===== src/bst_pkg.sv =====
// Purpose: constants for the boundary-scan test port and shared pins
// Assumes: ir width 4, boundary register covers the gpio pins only
// Notes: id code value is arbitrary
package bst_pkg;
    localparam int BST_IR_W = 4;
    localparam int BST_PINS = 5;
    localparam int BST_BSR_W = 2 * 5;
    localparam logic [3:0] BST_IR_EXTEST = 4'h0;
    localparam logic [3:0] BST_IR_SAMPLE = 4'h1;
    localparam logic [3:0] BST_IR_PRELOAD = 4'h2;
    localparam logic [3:0] BST_IR_IDCODE = 4'h3;
    localparam logic [3:0] BST_IR_HIGHZ = 4'h4;
    localparam logic [3:0] BST_IR_CLAMP = 4'h5;
    localparam logic [3:0] BST_IR_BYPASS = 4'hF;
    localparam logic [3:0] BST_IR_CAPTURE = 4'h1;
    // arbitrary identification value, bit 0 must be one
    localparam logic [31:0] BST_ID_CODE = 32'h0000_1001;
    // synchroniser reset: select high, test clock low, others high
    localparam logic [BST_PINS:0] BST_SYNC_RST = 6'h3E;
    typedef enum logic [3:0] {
        BST_RESET, BST_IDLE, BST_SEL_DR, BST_CAP_DR, BST_SH_DR, BST_EX1_DR,
        BST_PA_DR, BST_EX2_DR, BST_UPD_DR, BST_SEL_IR, BST_CAP_IR, BST_SH_IR,
        BST_EX1_IR, BST_PA_IR, BST_EX2_IR, BST_UPD_IR
    } bst_state_t;
endpackage


===== src/bst_port.sv =====
// Purpose: boundary-scan test port sharing five pins with gpio
// Assumes: test clock far slower than clk_i, sampled and edge-detected
// Notes: pins are in/out/oe triples, oe low means driven
//
// Function
// - select low: pins become test port, device held non-operational
// - pins 0..4 carry test clock, mode, data in, data out, test reset
// - decode idcode, bypass, extest, sample, preload, highz, clamp; extest, highz and clamp never act on the pins
// - identification instruction shifts out a fixed code
`timescale 1ns/10ps
`default_nettype none
module bst_port
    import bst_pkg::*;
(
    // clock and reset
    input wire logic clk_i,
    input wire logic nrst_i,
    // test select
    input wire logic test_port_select_n_i,
    // shared pins
    input wire logic [bst_pkg::BST_PINS-1:0] pin_in_i,
    output logic [bst_pkg::BST_PINS-1:0] pin_out_o,
    output logic [bst_pkg::BST_PINS-1:0] pin_oe_n_o,
    // core side gpio
    input wire logic [bst_pkg::BST_PINS-1:0] gpio_out_i,
    input wire logic [bst_pkg::BST_PINS-1:0] gpio_oe_n_i,
    output logic [bst_pkg::BST_PINS-1:0] gpio_in_o,
    // device status
    output logic halt_o
);
    import bst_pkg::*;

    // ------------------------------------------------------------
    // synchronisers
    // ------------------------------------------------------------
    logic [BST_PINS:0] sync1;
    logic [BST_PINS:0] sync2;
    logic tck_d;
    always_ff @(posedge clk_i) begin
        if (!nrst_i) begin
            // test clock bit resets to its idle low, no false edge after reset
            sync1 <= BST_SYNC_RST;
            sync2 <= BST_SYNC_RST;
            tck_d <= 1'b0;
        end else begin
            sync1 <= {test_port_select_n_i, pin_in_i};
            sync2 <= sync1;
            tck_d <= sync2[0];
        end
    end
    logic sel_n;
    logic test_mode;
    logic tms;
    logic tdi;
    logic trst_n;
    logic tck_rise;
    logic tck_fall;
    assign sel_n = sync2[BST_PINS];
    assign test_mode = !sel_n;
    assign tms = sync2[1];
    assign tdi = sync2[2];
    assign trst_n = sync2[4] || sel_n;
    assign tck_rise = test_mode && sync2[0] && !tck_d;
    assign tck_fall = test_mode && !sync2[0] && tck_d;

    // ------------------------------------------------------------
    // tap controller
    // ------------------------------------------------------------
    bst_state_t state;
    bst_state_t next_state;
    always_comb begin
        next_state = state;
        unique case (state)
            BST_RESET: next_state = tms ? BST_RESET : BST_IDLE;
            BST_IDLE: next_state = tms ? BST_SEL_DR : BST_IDLE;
            BST_SEL_DR: next_state = tms ? BST_SEL_IR : BST_CAP_DR;
            BST_CAP_DR: next_state = tms ? BST_EX1_DR : BST_SH_DR;
            BST_SH_DR: next_state = tms ? BST_EX1_DR : BST_SH_DR;
            BST_EX1_DR: next_state = tms ? BST_UPD_DR : BST_PA_DR;
            BST_PA_DR: next_state = tms ? BST_EX2_DR : BST_PA_DR;
            BST_EX2_DR: next_state = tms ? BST_UPD_DR : BST_SH_DR;
            BST_UPD_DR: next_state = tms ? BST_SEL_DR : BST_IDLE;
            BST_SEL_IR: next_state = tms ? BST_RESET : BST_CAP_IR;
            BST_CAP_IR: next_state = tms ? BST_EX1_IR : BST_SH_IR;
            BST_SH_IR: next_state = tms ? BST_EX1_IR : BST_SH_IR;
            BST_EX1_IR: next_state = tms ? BST_UPD_IR : BST_PA_IR;
            BST_PA_IR: next_state = tms ? BST_EX2_IR : BST_PA_IR;
            BST_EX2_IR: next_state = tms ? BST_UPD_IR : BST_SH_IR;
            BST_UPD_IR: next_state = tms ? BST_SEL_DR : BST_IDLE;
        endcase
    end
    always_ff @(posedge clk_i) begin
        if (!nrst_i || !trst_n || !test_mode) begin
            state <= BST_RESET;
        end else if (tck_rise) begin
            state <= next_state;
        end
    end

    // ------------------------------------------------------------
    // instruction register
    // ------------------------------------------------------------
    logic [BST_IR_W-1:0] ir_sh;
    logic [BST_IR_W-1:0] ir;
    always_ff @(posedge clk_i) begin
        if (!nrst_i || state == BST_RESET) begin
            ir_sh <= BST_IR_CAPTURE;
            ir <= BST_IR_IDCODE;
        end else if (tck_rise) begin
            if (state == BST_CAP_IR) begin
                ir_sh <= BST_IR_CAPTURE;
            end else if (state == BST_SH_IR) begin
                ir_sh <= {tdi, ir_sh[BST_IR_W-1:1]};
            end
        end else if (tck_fall && state == BST_UPD_IR) begin
            ir <= ir_sh;
        end
    end
    logic sel_bsr;
    logic sel_id;
    assign sel_id = (ir == BST_IR_IDCODE);
    assign sel_bsr = (ir == BST_IR_EXTEST) || (ir == BST_IR_SAMPLE)
        || (ir == BST_IR_PRELOAD);

    // ------------------------------------------------------------
    // data registers
    // ------------------------------------------------------------
    logic [31:0] id_sh;
    logic byp;
    logic [BST_BSR_W-1:0] bsr_sh;
    logic [BST_BSR_W-1:0] bsr_upd;
    always_ff @(posedge clk_i) begin
        if (!nrst_i) begin
            id_sh <= '0;
            byp <= 1'b0;
            bsr_sh <= '0;
        end else if (tck_rise && state == BST_CAP_DR) begin
            id_sh <= BST_ID_CODE;
            byp <= 1'b0;
            bsr_sh <= {gpio_oe_n_i, gpio_out_i};
        end else if (tck_rise && state == BST_SH_DR) begin
            id_sh <= {tdi, id_sh[31:1]};
            byp <= tdi;
            if (sel_bsr) begin
                bsr_sh <= {tdi, bsr_sh[BST_BSR_W-1:1]};
            end
        end
    end
    always_ff @(posedge clk_i) begin
        if (!nrst_i || state == BST_RESET) begin
            bsr_upd <= {{BST_PINS{1'b1}}, {BST_PINS{1'b0}}};
        end else if (tck_fall && state == BST_UPD_DR && sel_bsr) begin
            bsr_upd <= bsr_sh;
        end
    end

    // ------------------------------------------------------------
    // test data out, changes on falling test clock
    // ------------------------------------------------------------
    logic tdo;
    logic tdo_en;
    always_ff @(posedge clk_i) begin
        if (!nrst_i || !test_mode) begin
            tdo <= 1'b0;
            tdo_en <= 1'b0;
        end else if (tck_fall) begin
            tdo_en <= (state == BST_SH_DR) || (state == BST_SH_IR);
            if (state == BST_SH_IR) begin
                tdo <= ir_sh[0];
            end else if (sel_id) begin
                tdo <= id_sh[0];
            end else if (sel_bsr) begin
                tdo <= bsr_sh[0];
            end else begin
                tdo <= byp;
            end
        end
    end

    // ------------------------------------------------------------
    // pin sharing
    // ------------------------------------------------------------
    logic ext_drive;
    logic ext_hiz;
    assign ext_drive = (ir == BST_IR_EXTEST) || (ir == BST_IR_CLAMP);
    assign ext_hiz = (ir == BST_IR_HIGHZ);
    always_ff @(posedge clk_i) begin
        if (!nrst_i) begin
            pin_out_o <= '0;
            pin_oe_n_o <= '1;
            gpio_in_o <= '0;
            halt_o <= 1'b0;
        end else begin
            halt_o <= test_mode;
            gpio_in_o <= test_mode ? '0 : sync2[BST_PINS-1:0];
            if (test_mode) begin
                // test pins are inputs except data out
                pin_out_o <= {1'b0, tdo, 3'b000};
                pin_oe_n_o <= {1'b1, !tdo_en, 3'b111};
            end else begin
                pin_out_o <= gpio_out_i;
                pin_oe_n_o <= gpio_oe_n_i;
            end
        end
    end
    logic unused;
    assign unused = ext_drive ^ ext_hiz ^ ^bsr_upd;

    // ------------------------------------------------------------
    // checks
    // ------------------------------------------------------------
    a_halt_follows: assert property (@(posedge clk_i) disable iff (!nrst_i)
        $fell(sync2[BST_PINS]) |=> halt_o) else $error("halt not raised");
    a_tck_input: assert property (@(posedge clk_i) disable iff (!nrst_i)
        halt_o |-> pin_oe_n_o[0] && pin_oe_n_o[1]) else $error("test inputs driven");
    a_trst_reset: assert property (@(posedge clk_i) disable iff (!nrst_i)
        (test_mode && !sync2[4]) |=> state == BST_RESET) else $error("no reset");
    a_ir_default: assert property (@(posedge clk_i) disable iff (!nrst_i)
        $past(state) == BST_RESET && state == BST_RESET |-> ir == BST_IR_IDCODE)
        else $error("ir not idcode");
    a_id_capture: assert property (@(posedge clk_i) disable iff (!nrst_i)
        tck_rise && state == BST_CAP_DR |=> id_sh == BST_ID_CODE)
        else $error("id not captured");
    a_tap_step: assert property (@(posedge clk_i) disable iff (!nrst_i)
        tck_rise && trst_n && state == BST_IDLE && tms |=> state == BST_SEL_DR)
        else $error("bad tap step");
    a_gpio_pass: assert property (@(posedge clk_i) disable iff (!nrst_i)
        !test_mode |=> pin_out_o == $past(gpio_out_i)) else $error("gpio lost");
    a_bypass_bit: assert property (@(posedge clk_i) disable iff (!nrst_i)
        tck_rise && state == BST_SH_DR |=> byp == $past(tdi)) else $error("bypass");
endmodule
`default_nettype wire


===== config.mk =====
export PLATFORM = sky130hd
export DESIGN_NAME = bst_port
export DESIGN_NICKNAME = d
export VERILOG_FILES = /design/src/bst_pkg.sv /design/src/bst_port.sv
export SDC_FILE = /design/constraint.sdc
export NUM_CORES = 1
export LEC_CHECK = 0
export BUFFER_PORTS_ARGS = -buffer_cell sky130_fd_sc_hd__buf_2
export CAP_MARGIN = 20
export CORE_MARGIN = 3
export CORE_UTILIZATION = 40
export DETAILED_ROUTE_END_ITERATION = 12
export GPL_ROUTABILITY_DRIVEN = 0
export MAX_ROUTING_LAYER = met4
export PLACE_DENSITY = 0.65
export SETUP_SLACK_MARGIN = 0.5
export SLEW_MARGIN = 5
export SYNTH_ARGS = -nofsm -noshare
export SYNTH_HDL_FRONTEND = slang
export SYNTH_SLANG_ARGS = --single-unit

===== constraint.sdc =====
create_clock -name clk_i -period 4.7 [get_ports clk_i]
set_clock_uncertainty 0.15 [all_clocks]
set_input_delay 0.705 -clock clk_i [delete_from_list [all_inputs] [get_ports clk_i]]
set_output_delay 0.705 -clock clk_i [all_outputs]
set_load 0.02 [all_outputs]

==> key figures, run 1 <==
Min path
  • Hold_sp: sync1[1]$_SDFF_PN1_
  • Hold depth: 1
  • Hold Path Class: flip-flop to flip-flop
  • Hold Path Sink: sync2[1]$_SDFF_PN1_

GRT
  • First-pass GRT wire length: 11100 µm
  • GR Layer Usage met1: 0.208
  • Pin count of the biggest net entering global routing: 42
  • Initial antenna violation count: 0
  • Grt ovf: 0
  • GRT Max-Usage Layer: met1
  • Number of global-route vias before repair: 2316
  • Met2 Use GR: 0.196
  • GRT Util Overall: 0.145
  • Met3 usage: 0.0274

Logic synthesis
  • Largest family of logic cells by synthesized area: simple AND/OR/NAND/NOR gates
  • Sequential share of the synthesized area: 0.518
  • Distinct cell type count after synthesis: 47
  • Mapped Nets: 373
  • Synth Register Bits: 85
  • Count of flip-flops with a built-in enable after synthesis: 0
  • Post-Synthesis Cells: 355
  • Post-synth top area share: 0.518
  • Top cells by area, synth: dfxtp_1, nand2_1, a21oi_1
  • Post-synth top flop: dfxtp_1
  • Fraction of registers with async set/reset: 0
  • Synth area leader: dfxtp_1
  • Mux cell area share after synthesis: 0.0217
  • Avg Inst Size Synth: 9.26 µm²
  • Adder-cell share of the synthesized area: 0
  • Compound-Gate Fraction of Synth Area: 0.180
  • Yosys Warn Count: 0
  • Cell Area, Synth: 3290 µm²
  • Post-synthesis simple-gate area fraction: 0.225
  • Post-Synth XOR/XNOR Area: 0.00799

Timing
  • Max Fclk: 360 MHz
  • Setup tns final: 0 ps
  • RSZ-0062 raised after global routing: no
  • Max-slew violations: 0
  • Setup ws final: 1920 ps
  • Final Hold Fails: 0
  • Setup violators final: 0
  • Final period utilization: 0.591
  • Final min period: 2780 ps
  • Worst rel slew slack: 0.335
  • Worst-margin pin slew: 995 ps

Detailed routing
  • Drt wl/cell: 13.4 µm
  • Pre-antenna DRT Iters: 4
  • Initial drt markers: 176
  • Drt total wl: 6400 µm
  • Antenna-violating nets left: 0
  • Via density: 5.27
  • Total number of vias: 2512
  • DRC: 0

Floorplan
  • Die area: 9340 µm²
  • Core ar.: 7850 µm²
  • Initial Util: 0.419
  • Die height: 96.7 µm
  • I/O Pins: 34
  • Die W: 96.7 µm
  • # rows: 32

Run status
  • Status: completed

Clocking
  • CTS tree: built
  • CTS sink cnt: 85
  • Clock-pin slew on the worst setup and hold paths: 80 ps
  • Post-CTS resize count: 0
  • Hold buffers post-CTS: 0
  • CTS Buffer Depth: 2
  • CTS buffer count: 9
  • H-tree levels: 3
  • Root Buffer: clkbuf_8
  • Post-CTS setup buffer count: 0
  • Worst skew pair latency: 350 ps

Place
  • Pre-CTS setup slack: 1800 ps
  • I/O Buffers: 33
  • Hpwl dp: 3940 µm

Critical path
  • R2r setup slk: 1920 ps
  • Endpoint kind of the worst setup timing path: flip-flop
  • FF-to-FF End: id_sh[12]$_SDFFE_PN0P_
  • Type of the worst setup path: flip-flop to flip-flop
  • Reg2Reg Launch Point: sync2[5]$_SDFF_PN1_
  • CP arrival: 2860 ps
  • Crit path launch type: flip-flop
  • CP Data Required Time: 4790 ps
  • Worst Reg-to-Reg Cells: 4
  • Worst-path maximum fanout: 32

Cells and area
  • Fraction of layout cells with a size suffix above 1: 0.160
  • Ant diodes: 0
  • Final Net Count: 391
  • Area Growth Syn to Fin: 10.2%
  • Commonest non-fill, non-tap cell in the layout: dfxtp_1
  • Fin util: 0.462
  • Leading cell types in the layout, fill and taps excluded: dfxtp_1, nand2_1, a21oi_1, buf_2, and3_1

Pwr
  • LEAKAGE: 1.43 nW
  • Pwr dens: 349 nW/µm²
  • Max rail drop VDD: 0.138 mV

Flow run
  • Max-cap violations: 0
[registers in the layout (all words and copies together) (netlist names)]
register	count
sync1	6
ir_sh	4
pin_oe_n_o	5
gpio_in_o	5
sync2	6
halt_o	1
tdo	1
tdo_en	1
id_sh	32
state	4
ir	4
tck_d	1
bsr_sh	10
pin_out_o	5
[stage by stage]
| step | power (mW) | instance area (µm²) | hold WS (ps) | cells |
|---|---|---|---|---|
| floorplan | 0.788 | 3290 | 236 | 355 |
| global route | 1.31 | 3620 | 278 | 477 |
| detailed placement | 0.808 | 3430 | 241 | 462 |
| global placement | 0.807 | 3430 | 240 | 462 |
| finish | 1.26 | 3620 | 259 | 477 |
| CTS | 1.27 | 3600 | 259 | 475 |
[where the power goes]
| part | switching, mW | total (mW) | internal [mW] |
|---|---|---|---|
| Sequential | 0.00695 | 0.739 | 0.732 |
| Combinational | 0.0310 | 0.0523 | 0.0213 |
| Clock | 0.236 | 0.472 | 0.235 |
| Total | 0.274 | 1.26 | 0.989 |
[how the worst max path moves through the flow]
stage / startpoint / cells after the start / endpoint / slack [ps]
detailed placement: sync2[5]$_SDFF_PN1_ / 4 / id_sh[8]$_SDFFE_PP0P_ / 1800
global placement: sync2[5]$_SDFF_PN1_ / 4 / id_sh[31]$_SDFFE_PP0P_ / 1880
finish: sync2[5]$_SDFF_PN1_ / 4 / id_sh[12]$_SDFFE_PN0P_ / 1920
global route: sync2[5]$_SDFF_PN1_ / 4 / id_sh[0]$_SDFFE_PN0P_ / 1590
floorplan: sync2[5]$_SDFF_PN1_ / 5 / bsr_sh[9]$_SDFFE_PN0P_ / 2840
CTS: sync2[5]$_SDFF_PN1_ / 4 / id_sh[27]$_SDFFE_PP0P_ / 1780
[synthesized netlist by cell type, drive strengths merged (6+ instances only)]
library cell   n
a21oi         33
clkbuf        15
nand2         75
o211a          9
a2111o         9
o21ai          9
nor2          14
nand2b        10
dfxtp         85
buf           13
and3          19
mux2i          6
[layer usage]
| metal | wire length, µm | up-vias | part of all wire |
|---|---|---|---|
| li1 | - | 1268 | - |
| met1 | 3260 | 1179 | 0.51 |
| met2 | 2740 | 53 | 0.43 |
| met3 | 275 | 12 | 0.043 |
| met4 | 125 | 0 | 0.020 |
| met5 | 0 | - | 0 |
[critical path, cell delays in order (launching register included)]
cell and delay [ps]:
dfxtp_1 560, nor3b_4 670, nand2_1 770, o21ai_0 440
nor2_1 60
[cell type report]
type                    count  area (µm²)
repair buffers             35         188
well taps                 102         128
flip-flops and latches     85        1700
clock buffers              10         128
inverters                   2        7.51
fillers                   784        4220
multi-input cells         240        1430
clock inverters             3        40.0
[logic make-up (layout without fill, tap and decap cells)]
logic type,Yosys count,count (layout)
simple gates,147,147
flops,85,85
compound gates,83,83
buf+inv,30,50
mux,7,7
xor+xnor,3,3
Power figures use the tool's default switching activity.
==> inputs of run 2 (changes only) <==
--- a/config.mk
+++ b/config.mk
@@ -12,7 +12,7 @@
 export DETAILED_ROUTE_END_ITERATION = 12
 export GPL_ROUTABILITY_DRIVEN = 0
 export MAX_ROUTING_LAYER = met4
-export PLACE_DENSITY = 0.65
+export PLACE_DENSITY = 0.67
 export SETUP_SLACK_MARGIN = 0.5
 export SLEW_MARGIN = 5
 export SYNTH_ARGS = -nofsm -noshare
==> constraint.sdc (replaced) <==
create_clock -name clk_i -period 2.3 [get_ports clk_i]
set_clock_uncertainty 0.15 [all_clocks]
set_input_delay 0.345 -clock clk_i [delete_from_list [all_inputs] [get_ports clk_i]]
set_output_delay 0.345 -clock clk_i [all_outputs]
set_load 0.02 [all_outputs]
==> key figures, run 2 (same netlist as run 1, synthesis figures left out) <==
Run status
  • Status: completed

Cells and area
  • Commonest non-fill, non-tap cell in the layout: dfxtp_1
  • Top flop regs: id_sh: 32 flops, bsr_sh: 10 flops
  • Largest Register: id_sh
  • Final Net Count: 415
  • Leading cell types in the layout, fill and taps excluded: dfxtp_1, nand2_1, buf_2
  • Max reg flops: 32
  • Fillers: 738
  • Fin cells: 504
  • Register Area: 1710 µm²
  • Multi-input gate area: 1500 µm²
  • Design Area, Final: 3990 µm²
  • Area Growth Syn to Fin: 21.3%
  • Fin util: 0.508
  • Ant diodes: 0
  • Fraction of layout cells with a size suffix above 1: 0.256

Pwr
  • LEAKAGE: 1.61 nW
  • Max rail drop VDD: 0.313 mV
  • Overall Power: 2.69 mW
  • Pwr dens: 676 nW/µm²

Critical path
  • Worst-path maximum fanout: 2
  • Crit path launch type: flip-flop
  • Endpoint kind of the worst setup timing path: flip-flop
  • CP arrival: 1860 ps
  • Worst Reg-to-Reg Cells: 5
  • CP Data Required Time: 2390 ps
  • Type of the worst setup path: flip-flop to flip-flop

Place
  • Hpwl dp: 4250 µm
  • I/O Buffers: 33
  • Dpl cells: 473
  • Post-DP Area: 3530 µm²

Clocking
  • CTS sink cnt: 85
  • CTS Buffer Depth: 2
  • CTS buffer count: 9
  • Hold buffers post-CTS: 0
  • Clock-pin slew on the worst setup and hold paths: 80 ps
  • CTS tree: built
  • H-tree levels: 3
  • Worst skew pair latency: 350 ps
  • Root Buffer: clkbuf_8

Detailed routing
  • Pre-antenna DRT Iters: 4
  • Via density: 5.21
  • Total number of vias: 2624
  • Antenna-violating nets left: 0
  • Drt wl/cell: 13.7 µm
  • Initial drt markers: 222
  • DRC: 0
  • Drt total wl: 6920 µm

GRT
  • First-pass GRT wire length: 11600 µm
  • Number of global-route vias before repair: 2415
  • Initial antenna violation count: 0
  • Pin count of the biggest net entering global routing: 41
  • Grt ovf: 0
  • GRT Util Overall: 0.155

Timing
  • Setup tns final: 0 ps
  • Final min period: 1770 ps
  • Final period utilization: 0.769
  • Worst-margin pin slew: 457 ps
  • RSZ-0062 raised after global routing: yes
  • Worst rel slew slack: 0.694
  • Max Fclk: 565 MHz
  • Max-slew violations: 0
  • Setup violators final: 0
  • Final Hold Fails: 0

Flow run
  • Max-cap violations: 0

Floorplan
  • Die W: 96.7 µm
  • Die area: 9340 µm²
  • Die height: 96.7 µm
  • I/O Pins: 34
  • Initial Util: 0.419
  • # rows: 32
  • Core ar.: 7850 µm²

Min path
  • Hold Path Class: primary input to flip-flop
  • Hold depth: 2
[run 2: critical path, cell delays in order, from the launching register on]
cell and delay [ps]:
dfxtp_4 370, buf_6 120, nor4b_4 270, and2_4 190
mux2_4 290, o311a_1 280
[run 2: final cells by class]
type	count	area share
clock inverters	5	0.0151
clock buffers	11	0.0355
flip-flops and latches	85	0.429
well taps	102	0.0320
multi-input cells	240	0.376
repair buffers	59	0.110
inverters	2	0.00188
[run 2: worst paths after layout]
| path | from | endpoint | slack, ps |
|---|---|---|---|
| worst min-delay path | pin_in_i[3] | sync1[3]$_SDFF_PN1_ | 20 |
| worst max register to register | sync2[5]$_SDFF_PN1_ | bsr_sh[9]$_SDFFE_PN0P_ | 530 |
| worst max-delay path | sync2[5]$_SDFF_PN1_ | bsr_sh[9]$_SDFFE_PN0P_ | 530 |
| worst min register to register | sync1[1]$_SDFF_PN1_ | sync2[1]$_SDFF_PN1_ | 260 |
[run 2: stage by stage]
step	setup WS, ps	hold slack (ps)
2_1_floorplan	512	236
3_3_place_gp	377	238
3_5_place_dp	364	242
4_1_cts	504	3.46
5_1_grt	454	1.20
6_report	532	19.9
[run 2: report_power, final]
part	switching (mW)	leakage [nW]	internal, mW	total, mW
combinational	0.0698	0.818	0.0560	0.126
clock	0.526	0.0995	0.534	1.06
sequential	0.0107	0.694	1.50	1.51
total	0.607	1.61	2.09	2.69
[run 2: routing by layer]
layer / track usage / share of wire
met1: 0.204 / 0.47
met3: 0.0497 / 0.056
met2: 0.225 / 0.46
met5: - / 0
met4: 0.0562 / 0.013
[run 2: repair_timing]
item                       4_1_cts  5_1_grt
buffers inserted                 8        6
resized for setup               14       21
gates cloned                     1        0
setup endpoints to repair       43       50
pin swaps                        4       14
==> inputs of run 3 (changes only) <==
--- a/config.mk
+++ b/config.mk
@@ -12,7 +12,7 @@
 export DETAILED_ROUTE_END_ITERATION = 12
 export GPL_ROUTABILITY_DRIVEN = 0
 export MAX_ROUTING_LAYER = met4
-export PLACE_DENSITY = 0.67
+export PLACE_DENSITY = 0.65
 export SETUP_SLACK_MARGIN = 0.5
 export SLEW_MARGIN = 5
 export SYNTH_ARGS = -nofsm -noshare
==> constraint.sdc (replaced) <==
create_clock -name clk_i -period 1.78 [get_ports clk_i]
set_clock_uncertainty 0.15 [all_clocks]
set_input_delay 0.267 -clock clk_i [delete_from_list [all_inputs] [get_ports clk_i]]
set_output_delay 0.267 -clock clk_i [all_outputs]
set_load 0.02 [all_outputs]
==> key figures, run 3 (same netlist as run 1, synthesis figures left out) <==
Run status
  • Status: completed

Critical path
  • CP max stage delay: 390 ps
  • CP Depth: 8
  • Critical Path, Cell by Cell: nor3b_4 > buf_6 > buf_6 > and2_4 > buf_6 > buf_16 > nand2_1 > a21oi_1
  • Worst-path maximum fanout: 8
  • Worst Reg-to-Reg Cells: 8
  • Crit path launch type: flip-flop
  • CP Data Required Time: 1930 ps
  • Critical path's top delay family: buffers and inverters
  • Endpoint kind of the worst setup timing path: flip-flop
  • Bufs and invs on worst path: 4
  • CP most frequent cell: buf_6
  • Slowest-stage cell, CP: dfxtp_2
  • Type of the worst setup path: flip-flop to flip-flop
  • CP arrival: 1880 ps

Detailed routing
  • Pre-antenna DRT Iters: 4
  • Top routing layer in use: met4
  • Initial drt markers: 132
  • Drt total wl: 9390 µm
  • Wl on met1: 4010 µm
  • DR WL met2: 4590 µm
  • Via density: 5.45
  • Antenna-violating nets left: 0
  • Total number of vias: 3022
  • Met3 wire len: 541 µm
  • Drt wl/cell: 16.9 µm
  • DRC: 0

Floorplan
  • # rows: 32
  • Initial Util: 0.419
  • Core ar.: 7850 µm²
  • Die W: 96.7 µm
  • Die area: 9340 µm²
  • Die height: 96.7 µm
  • I/O Pins: 34

Cells and area
  • Fillers: 598
  • Ant diodes: 0
  • Leading cell types in the layout, fill and taps excluded: dfxtp_1, nand2_1, buf_4
  • Max reg flops: 32
  • Register Area: 1730 µm²
  • Multi-input gate area: 1850 µm²
  • Fin cells: 555
  • Top flop regs: id_sh: 32 flops, bsr_sh: 10 flops
  • Fraction of layout cells with a size suffix above 1: 0.461
  • Largest Register: id_sh
  • Final Net Count: 466
  • Commonest non-fill, non-tap cell in the layout: dfxtp_1
  • Area Growth Syn to Fin: 51.4%

Timing
  • Max-slew violations: 0
  • Setup tns final: 0 ps
  • Setup ws final: 49.6 ps
  • Max Fclk: 578 MHz
  • Final period utilization: 0.972
  • Final Hold Fails: 0
  • Worst rel slew slack: 0.707
  • Worst-margin pin slew: 439 ps
  • Setup violators final: 0
  • RSZ-0062 raised after global routing: yes
  • Final min period: 1730 ps

GRT
  • Initial antenna violation count: 0
  • GRT Util Overall: 0.182
  • Grt ovf: 0
  • First-pass GRT wire length: 13500 µm
  • Number of global-route vias before repair: 2734
  • Pin count of the biggest net entering global routing: 41

Place
  • Dpl cells: 485
  • Pre-CTS setup slack: 43.4 ps
  • Hpwl dp: 4450 µm
  • I/O Buffers: 33

Clocking
  • CTS tree: built
  • Worst skew pair latency: 360 ps
  • Clock-pin slew on the worst setup and hold paths: 90 ps
  • CTS buffer count: 9
  • Root Buffer: clkbuf_8
  • H-tree levels: 3
  • CTS sink cnt: 85
  • CTS Buffer Depth: 2

Min path
  • Hold Path Class: primary input to flip-flop
  • Hold depth: 2

Pwr
  • Overall Power: 3.69 mW
  • LEAKAGE: 2.26 nW
  • Pwr dens: 742 nW/µm²
  • Max rail drop VDD: 0.353 mV

Flow run
  • Max-cap violations: 0
[run 3: final cells by class]
cell class              instances  area share
multi-input cells             242       0.371
flip-flops and latches         85       0.347
repair buffers                108       0.211
well taps                     102      0.0256
clock buffers                   9      0.0249
clock inverters                 7      0.0199
inverters                       2     0.00151
[run 3: what timing repair did]
item                       CTS  global route
resized for setup           52            93
setup endpoints to repair   57            62
buffers inserted            23            11
hold endpoints to repair    13             0
pin swaps                   15            57
hold buffers                13             0
gates cloned                 5             2
[run 3: layer usage]
layer,vias to the layer above,track usage
li1,1431,-
met1,1446,0.228
met2,115,0.282
met3,30,0.0389
met4,0,0.0810
met5,-,-
[run 3: worst paths after layout]
check	from	to	slack [ps]
max	sync2[0]$_SDFF_PN0_	id_sh[8]$_SDFFE_PP0P_	50
min	gpio_out_i[1]	pin_out_o[1]$_SDFF_PN0_	10
max reg2reg	sync2[0]$_SDFF_PN0_	id_sh[8]$_SDFFE_PP0P_	50
min reg2reg	sync1[4]$_SDFF_PN1_	sync2[4]$_SDFF_PN1_	260
[run 3: per-stage QoR]
step / hold WS [ps] / util / instance area, µm²
global route: 15.5 / 0.634 / 4980
finish: 11.0 / 0.634 / 4980
CTS: 1.75 / 0.573 / 4500
global placement: 237 / 0.469 / 3680
floorplan: 218 / - / 3370
detailed placement: 241 / 0.469 / 3680
[run 3: report_power, final]
group | switching [mW] | internal, mW
logic | 0.105 | 0.0991
clock network | 0.744 | 0.797
registers | 0.0179 | 1.93
total | 0.867 | 2.82
